[src/design/pcmd_pkg.sv]
// Package of constants for the primary command register block
package pcmd_pkg;
  // ---------------------------------------------------------------
  // Register map
  // ---------------------------------------------------------------
  localparam logic [11:0] CMD_OFFSET     = 12'h004;
  localparam int          CMD_WIDTH      = 16;
  localparam logic [15:0] CMD_RESET      = 16'h0000;
  localparam logic [15:0] CMD_WRITE_MASK = 16'h0547;
  // ---------------------------------------------------------------
  // Field positions
  // ---------------------------------------------------------------
  localparam int IO_EN_BIT     = 0;
  localparam int MEM_EN_BIT    = 1;
  localparam int MASTER_EN_BIT = 2;
  localparam int PERR_RESP_BIT = 6;
  localparam int SERR_EN_BIT   = 8;
  localparam int INTX_DIS_BIT  = 10;
  // Status flag position within the status half (bit 24 of the dword)
  localparam int MDPE_BIT      = 8;
  // ---------------------------------------------------------------
  // Bridge direction
  // ---------------------------------------------------------------
  typedef enum logic {PCMD_FORWARD, PCMD_REVERSE} pcmd_dir_t;
endpackage : pcmd_pkg

[src/design/pcmd_flag.sv]
// Write-one-to-clear status flag with set priority
`timescale 1ns/1ns
`default_nettype none
module pcmd_flag (
  input  wire logic clk,
  input  wire logic nrst,
  input  wire logic set_req,
  input  wire logic clr_req,
  output logic      flag
);
  logic flag_ff;
  logic nxt_flag;

  always_comb begin
    nxt_flag = flag_ff;
    if (set_req) begin
      nxt_flag = 1'b1;
    end else if (clr_req) begin
      nxt_flag = 1'b0;
    end
  end

  always_ff @(posedge clk or negedge nrst) begin
    if (!nrst) begin
      flag_ff <= 1'b0;
    end else begin
      flag_ff <= nxt_flag;
    end
  end

  assign flag = flag_ff;
endmodule // pcmd_flag
`default_nettype wire

[src/design/pcmd_primary_command.sv]
// Primary command register with its traffic gates
`timescale 1ns/1ns
`default_nettype none
module pcmd_primary_command (
  input  wire logic        clk,
  input  wire logic        nrst,
  // Configuration access from the primary side
  input  wire logic        cfg_wr,
  input  wire logic        cfg_rd,
  input  wire logic [11:0] cfg_addr,
  input  wire logic [3:0]  cfg_be,
  input  wire logic [31:0] cfg_wdata,
  output logic [31:0]      cfg_rdata,
  output logic             cfg_hit,
  // Bridge mode
  input  wire logic        dir_reverse,
  input  wire logic        pcix_mode,
  // Primary target requests
  input  wire logic        p_io_req,
  input  wire logic        p_mem_rd_req,
  input  wire logic        p_mem_wr_req,
  input  wire logic        p_special_req,
  input  wire logic        p_palette_req,
  output logic             p_io_accept,
  output logic             p_mem_rd_accept,
  output logic             p_mem_wr_accept,
  output logic             p_special_accept,
  output logic             p_palette_snoop,
  // Primary mastering and secondary response
  input  wire logic        fwd_master_req,
  input  wire logic        mwi_forward,
  input  wire logic        split_cpl_req,
  input  wire logic        s_memio_req,
  output logic             p_master_grant,
  output logic             p_mwi_allow,
  output logic             split_cpl_grant,
  output logic             s_memio_accept,
  // Error reporting
  input  wire logic        parity_event,
  input  wire logic        sys_err_event,
  output logic             err_msg_send,
  output logic             serr_drive,
  output logic             mdpe_flag,
  // Legacy interrupt
  input  wire logic        intx_req,
  output logic             intx_assert
);
  // ---------------------------------------------------------------
  // Address decode
  // ---------------------------------------------------------------
  function automatic logic is_cmd(input logic [11:0] a);
    is_cmd = (a == pcmd_pkg::CMD_OFFSET);
  endfunction

  logic wr_hit;
  logic rd_hit;
  assign wr_hit  = cfg_wr && is_cmd(cfg_addr);
  assign rd_hit  = cfg_rd && is_cmd(cfg_addr);
  assign cfg_hit = (cfg_wr || cfg_rd) && is_cmd(cfg_addr);

  // ---------------------------------------------------------------
  // Command register
  // ---------------------------------------------------------------
  logic [15:0] cmd_ff;
  logic [15:0] nxt_cmd;
  logic [15:0] be_mask;

  always_comb begin
    be_mask = {{8{cfg_be[1]}}, {8{cfg_be[0]}}};
    nxt_cmd = cmd_ff;
    if (wr_hit) begin
      // Only writable bits take data; fixed bits stay zero
      nxt_cmd = (cmd_ff & ~(be_mask & pcmd_pkg::CMD_WRITE_MASK))
              | (cfg_wdata[15:0] & be_mask
                 & pcmd_pkg::CMD_WRITE_MASK);
    end
  end

  always_ff @(posedge clk or negedge nrst) begin
    if (!nrst) begin
      cmd_ff <= pcmd_pkg::CMD_RESET;
    end else begin
      cmd_ff <= nxt_cmd;
    end
  end

  logic io_en;
  logic mem_en;
  logic master_en;
  logic perr_resp;
  logic system_error_report_gate;
  logic intx_dis;
  assign io_en     = cmd_ff[pcmd_pkg::IO_EN_BIT];
  assign mem_en    = cmd_ff[pcmd_pkg::MEM_EN_BIT];
  assign master_en = cmd_ff[pcmd_pkg::MASTER_EN_BIT];
  assign perr_resp = cmd_ff[pcmd_pkg::PERR_RESP_BIT];
  assign system_error_report_gate = cmd_ff[pcmd_pkg::SERR_EN_BIT];
  assign intx_dis  = cmd_ff[pcmd_pkg::INTX_DIS_BIT];

  // ---------------------------------------------------------------
  // Master data parity status flag
  // ---------------------------------------------------------------
  logic mdpe_set;
  logic mdpe_clr;
  assign mdpe_set = parity_event && perr_resp;
  assign mdpe_clr = wr_hit && cfg_be[3]
                 && cfg_wdata[16 + pcmd_pkg::MDPE_BIT];

  pcmd_flag u_mdpe (
    .clk     (clk),
    .nrst    (nrst),
    .set_req (mdpe_set),
    .clr_req (mdpe_clr),
    .flag    (mdpe_flag)
  );

  // ---------------------------------------------------------------
  // Read data
  // ---------------------------------------------------------------
  logic [31:0] rdata_ff;
  logic [31:0] nxt_rdata;

  always_comb begin
    nxt_rdata = rdata_ff;
    if (rd_hit) begin
      nxt_rdata = 32'h0000_0000;
      // Fixed bits 3,4,5,7,9 and 15:11 read zero
      nxt_rdata[15:0] = cmd_ff & pcmd_pkg::CMD_WRITE_MASK;
      nxt_rdata[16 + pcmd_pkg::MDPE_BIT] = mdpe_flag;
    end else if (cfg_rd) begin
      nxt_rdata = 32'h0000_0000;
    end
  end

  always_ff @(posedge clk or negedge nrst) begin
    if (!nrst) begin
      rdata_ff <= 32'h0000_0000;
    end else begin
      rdata_ff <= nxt_rdata;
    end
  end

  assign cfg_rdata = rdata_ff;

  // ---------------------------------------------------------------
  // Primary target gates
  // ---------------------------------------------------------------
  assign p_io_accept      = p_io_req && io_en;
  assign p_mem_rd_accept  = p_mem_rd_req && mem_en;
  assign p_mem_wr_accept  = p_mem_wr_req && mem_en;
  assign p_special_accept = 1'b0 & p_special_req;
  assign p_palette_snoop  = 1'b0 & p_palette_req;

  // ---------------------------------------------------------------
  // Mastering gates
  // ---------------------------------------------------------------
  assign p_master_grant  = fwd_master_req && master_en;
  assign s_memio_accept  = s_memio_req && master_en;
  // Write-and-invalidate only passes through when forwarded with mastering enabled and not in PCI-X mode
  assign p_mwi_allow     = mwi_forward && master_en && !pcix_mode;
  assign split_cpl_grant = split_cpl_req
                        && (master_en || (dir_reverse && pcix_mode));

  // ---------------------------------------------------------------
  // Error reporting and interrupt
  // ---------------------------------------------------------------
  logic serr_ff;
  logic nxt_serr;
  logic intx_ff;
  logic nxt_intx;

  always_comb begin
    nxt_serr = sys_err_event && system_error_report_gate
            && dir_reverse;
    nxt_intx = intx_req && !intx_dis;
  end

  always_ff @(posedge clk or negedge nrst) begin
    if (!nrst) begin
      serr_ff <= 1'b0;
      intx_ff <= 1'b0;
    end else begin
      serr_ff <= nxt_serr;
      intx_ff <= nxt_intx;
    end
  end

  assign err_msg_send = sys_err_event && system_error_report_gate
                     && !dir_reverse;
  assign serr_drive   = serr_ff;
  assign intx_assert  = intx_ff;
endmodule // pcmd_primary_command
`default_nettype wire

[config.mk]
export PLATFORM = sky130hd
export DESIGN_NAME = pcmd_primary_command
export DESIGN_NICKNAME = d
export VERILOG_FILES = /design/src/design/pcmd_pkg.sv /design/src/design/pcmd_flag.sv /design/src/design/pcmd_primary_command.sv
export SDC_FILE = /design/constraint.sdc
export NUM_CORES = 1
export LEC_CHECK = 0
export BUFFER_PORTS_ARGS = -buffer_cell sky130_fd_sc_hd__buf_2
export CAP_MARGIN = 20
export CORE_MARGIN = 5
export CORE_UTILIZATION = 33
export DETAILED_ROUTE_END_ITERATION = 8
export PLACE_DENSITY_LB_ADDON = 0.12
export SLEW_MARGIN = 40
export SYNTH_ARGS = -nofsm -noshare
export SYNTH_HDL_FRONTEND = slang
export SYNTH_SLANG_ARGS = --single-unit
[constraint.sdc]
create_clock -name clk -period 1.3 [get_ports clk]
set_input_delay 0 -clock clk [delete_from_list [all_inputs] [get_ports clk]]
set_output_delay 0 -clock clk [all_outputs]
set_load 0.01 [all_outputs]
==> metrics.txt, run 1 <==
status finished clean; Min-Delay Endpoint u_mdpe.flag; Clk Latency, worst-skew pair 0.28 ns; Leakage Power 0.750 nW; CTS root buffer clkbuf_4; Reg clk slew, reported paths 0.09 ns; Synth Area in Compound Gates 6.01%; critical path required time 1.30 ns; largest net degree at the start of global routing 17; fin crit share 97.1%; ANT cells 0; min-delay worst type in -> reg; port buffer count 56; die area 4080 um^2; Worst Setup End Kind output port; first-pass GRT wire length 3420 um; Max Fclk 0.792 GHz; post-synthesis cell type count 22; Initial Utilization 34.5%; placed cell area 1160 um^2; Layout fillers 301; worst hold start cfg_wdata[24]; die width 63.9 um; maximum VDD drop 0.000470 V; share of layout cells above drive strength 1 44.1%; Final setup viols 0; Critical Path Fanout Max 4; syn avg cell area 9.58 um^2; drt pass-1 iters 4; TritonCTS clock tree yes; aggregate global routing overflow 0; wire per inst 10.9 um; H-tree depth 1; final instance area 1340 um^2; Final Skew 0.000575 ns; Layout area overhead 40.1%; r2r setup slk 0.09 ns; Post-Syn Area 958 um^2; Multi-input gate area 429 um^2; setup_tns 0 ns; Post-Synth XOR/XNOR Area 0%; core area 2780 um^2; dpl ws -0.283 ns; Final nets 237; Final Critical Period 1.26 ns; flop and latch count out of synthesis 16; main combinational cell family by area after synthesis buffers and inverters; via count 861; CTS Sinks 16; post-synthesis sequential area ratio 41.8%; vias in the first global route 844; critical path type in -> out; TritonCTS Buffers 3; synth warn 0; hold path cells 4; FF-to-FF path depth 2; DPL Wire Length 1820 um; max-slew violations 0; antenna violation net count after detailed routing 0; Cell Pwr Density 731 nW/um^2; number of DRC markers in iteration 0 13; Die Height 63.9 um; Max Root-Sink Buffers 2; register area 400 um^2; Synth Area in Simple Gates 20.0%; max_cap viols 0; unrepaired setup endpoints after global routing true; FP Rows 19; Post-Syn Instances 100; vias per cell 4.28; antenna violations before repair 0; Final Hold Viols 0; PnR worst setup slack 0.0371 ns; GRT Overall Usage 10.2%; mux contribution to synthesized area 7.05%; worst path arrival time 1.26 ns; synthesized-area fraction occupied by adder cells 0%; Ports 112; Post-Route WL 2200 um; WHS 0.0255 ns; R2R Path End serr_drive; gpl congestion 0.710; startpoint types primary input; drt drc 0
## cell usage after synthesis
cell type	count	share of area, %
nand2_1	13	5.1
mux2_2	6	7.0
dfrtp_1	16	42
or3_1	1	0.65
nor4_2	1	1.3
and2_1	5	3.3
or4_4	1	1.2
and3_1	1	0.65
nor2_1	4	1.6
a21oi_1	1	0.52
nor4_4	1	2.2
o22ai_1	7	4.6
inv_1	7	2.7
or4_1	1	0.78
conb_1	1	0.39
clkbuf_1	1	0.39
or4b_4	1	1.4
o41ai_1	1	0.91
nor2b_1	2	1.3
nand3_1	1	0.52
buf_2	1	0.52
buf_4	27	21
## cell usage in the layout, fill, tap and decap left out
master and count:
and3_1 1, nor2_1 3, nor4_4 1, nand3_1 1, and2_1 5, dlygate4sd3_1 11
nor2_2 1, conb_1 27, buf_2 55, o22ai_1 7, dfrtp_1 16, o41ai_1 1
or3_4 1, mux2_2 6, or4b_4 1, clkbuf_8 1, a21oi_1 1, nor2b_1 2
buf_4 2, buf_6 1, clkbuf_4 3, nand2_1 13, or4_4 2, inv_1 7
nor4_2 1
## cell type report
cell class              instances  share of cell area (%)
clock buffers                   4                    2.70
well taps                      31                    2.89
inverters                       7                    1.96
repair buffers                 69                    30.7
flip-flops and latches         16                    29.8
multi-input cells              74                    32.0
## how the worst max path moves through the flow
stage	startpoint	to	depth (start not counted)
2_1_floorplan	cfg_addr[4]	flip-flop	3
3_3_place_gp	cfg_addr[4]	flip-flop	4
3_5_place_dp	cfg_addr[4]	flip-flop	4
4_1_cts	cfg_addr[6]	cfg_hit	5
5_1_grt	cfg_addr[4]	cfg_hit	5
6_report	cfg_addr[4]	cfg_hit	5
## per-stage QoR
step	std cells	utilization, %	power (W)
floorplan	126	-	0.000627
global placement	184	41.8	0.000638
detailed placement	184	41.8	0.000639
CTS	200	47.7	0.000991
global route	201	48.3	0.00103
finish	201	48.3	0.000981
## critical path, cell delays in order
cell	delay (ns)
buf_6	0.09
or4_4	0.57
or3_4	0.40
nor2_2	0.08
buf_2	0.13
## power breakdown
group          internal (W)  total [W]  switching [W]
sequential         0.000500   0.000502     0.00000149
combinational     0.0000723   0.000156      0.0000835
clock              0.000170   0.000324       0.000153
## per-layer routing
metal	routed length [um]	global-route usage (%)
met1	770	10.7
met2	1160	18.6
met3	231	2.10
met4	37	5.45
met5	0	0
## timing repair
action / 4_1_cts / 5_1_grt
resized for setup: 2 / 2
gates cloned: 0 / 0
endpoints found under the hold margin: 25 / 0
setup endpoints to repair: 1 / 2
hold buffers: 11 / 0
setup buffers: 1 / 1
pin swaps: 3 / 3
## cells by family after synthesis
logic type,after synthesis
flip-flops,16
buffers and inverters,36
other,1
multiplexers,6
AND/OR/NAND/NOR,32
AO/OA/AOI/OAI,9
Power figures use the tool's default switching activity.
==> run 2, diff against run 1 <==
--- a/config.mk
+++ b/config.mk
@@ -10,7 +10,7 @@
 export CORE_MARGIN = 5
 export CORE_UTILIZATION = 33
 export DETAILED_ROUTE_END_ITERATION = 8
-export PLACE_DENSITY_LB_ADDON = 0.12
+export PLACE_DENSITY_LB_ADDON = 0.05
 export SLEW_MARGIN = 40
 export SYNTH_ARGS = -nofsm -noshare
 export SYNTH_HDL_FRONTEND = slang
==> run 2 against run 1 <==
Compared with the run above:
- sequential share of layout area rose by 0.084 points
- register-to-register slack is essentially flat
- die area unchanged
- worst hold slack improved by 0.0086 ns
- clock power down 4%
- power decreased by 1.1%
- sequential cell count unchanged
- critical path depth unchanged
- routed wire length is 0.96% higher
- largest cell class unchanged
==> metrics.txt, run 2 (synthesis gave the netlist of run 1 again) <==
status finished clean; Die Height 63.9 um; unrepaired setup endpoints after global routing true; critical path type in -> out; DPL Wire Length 1890 um; vias per cell 4.24; worst path arrival time 1.28 ns; antenna violations before repair 0; first-pass GRT wire length 3560 um; FP Rows 19; Cell Pwr Density 725 nW/um^2; hold path cells 4; Final Hold Viols 0; max-slew violations 0; max_cap viols 0; Final Skew 0.000957 ns; Final nets 236; setup_tns 0 ns; Crit-path slowest cell or4b_4; Max Fclk 0.781 GHz; ANT cells 0; vias in the first global route 845; WHS 0.0341 ns; CTS Sinks 16; drt drc 0; die width 63.9 um; TritonCTS clock tree yes; port buffer count 56; leading cell type in the layout, fill and taps excluded buf_2; gpl congestion 0.686; antenna violation net count after detailed routing 0; critical path required time 1.30 ns; wire per inst 11.1 um; Min-Delay Endpoint u_mdpe.flag; aggregate global routing overflow 0; Final Critical Period 1.28 ns; Reg clk slew, reported paths 0.09 ns; critical-path cell list buf_6 -> or4b_4 -> or3_4 -> nor2_1 -> buf_2; Ports 112; Layout Cells excl Fill 200; Layout area overhead 39.7%; maximum VDD drop 0.000648 V; Cells after DPL 184; startpoint types primary input; Final setup viols 0; Clk Latency, worst-skew pair 0.27 ns; placed cell area 1160 um^2; Worst Setup End Kind output port; final instance area 1340 um^2; most frequent cells in the layout 54 x buf_2, 27 x conb_1, 16 x dfrtp_1; core area 2780 um^2; largest net degree at the start of global routing 17; CTS root buffer clkbuf_4; Max Root-Sink Buffers 2; Layout fillers 275; register area 400 um^2; Post-Route WL 2220 um; die area 4080 um^2; fin crit share 98.4%; GRT Overall Usage 10.7%; via count 848; Leakage Power 0.749 nW; Worst path max stage delay 0.57 ns; drt pass-1 iters 2; Multi-input gate area 427 um^2; H-tree depth 1; r2r setup slk 0.08 ns; Initial Utilization 34.5%; share of layout cells above drive strength 1 43.2%; R2R Path End serr_drive; Tot Pwr 0.000970 W; Critical Path Fanout Max 4; FF-to-FF path depth 2; number of DRC markers in iteration 0 1; TritonCTS Buffers 3; min-delay worst type in -> reg; worst hold start cfg_wdata[24]
-- run 2: cell types whose count changed in the layout (fill, tap and decap cells not counted) --
cell	previous run	this run
buf_4	2	1
nor2_1	3	4
buf_6	1	2
buf_2	55	54
nor2_2	1	0
-- run 2: how the worst max path moves through the flow --
| stage | slack (ns) | depth (start not counted) | endpoint | start |
|---|---|---|---|---|
| finish | 0.02 | 5 | cfg_hit | cfg_addr[6] |
| CTS | 0.005 | 5 | cfg_hit | cfg_addr[6] |
| global route | -0.006 | 5 | cfg_hit | cfg_addr[6] |
| detailed placement | -0.28 | 4 | flip-flop | cfg_addr[4] |
| global placement | -0.26 | 4 | flip-flop | cfg_addr[4] |
| floorplan | -0.11 | 3 | flip-flop | cfg_addr[4] |
-- run 2: what timing repair did --
item,in CTS,in global routing
endpoints found under the setup margin,1,3
pin swaps,3,0
resized for setup,2,2
setup buffers,1,0
hold endpoints to repair,25,0
hold buffers,11,0
-- run 2: worst max-delay path: cells and delay by family --
family,cells,cell delay [ns]
AND/OR/NAND/NOR,3,1.06
buffers and inverters,2,0.22
-- run 2: area by class of cell --
class | instances | area share (%)
multi-input cells | 74 | 31.9
repair buffers | 68 | 30.7
inverters | 7 | 1.96
flip-flops and latches | 16 | 29.9
clock buffers | 4 | 2.71
well taps | 31 | 2.90
-- run 2: report_power, final --
part	switching [W]	leakage (nW)	internal [W]
logic	0.0000834	0.507	0.0000732
clock network	0.000142	0.0210	0.000170
registers	0.00000163	0.221	0.000500
-- run 2: through the flow --
step / setup slack, ns / util [%]
global route: -0.00626 / 48.1
finish: 0.0203 / 48.1
detailed placement: -0.283 / 41.8
global placement: -0.261 / 41.8
CTS: 0.00509 / 47.7
floorplan: -0.110 / -
-- run 2: metal layers --
metal  wire length (um)  vias up  GRT usage, %
met5                  0        -             0
met4                 27        0          3.90
met3                212        2          2.80
met2               1200       46          19.0
met1                782      385          12.4
li1                   -      415             -
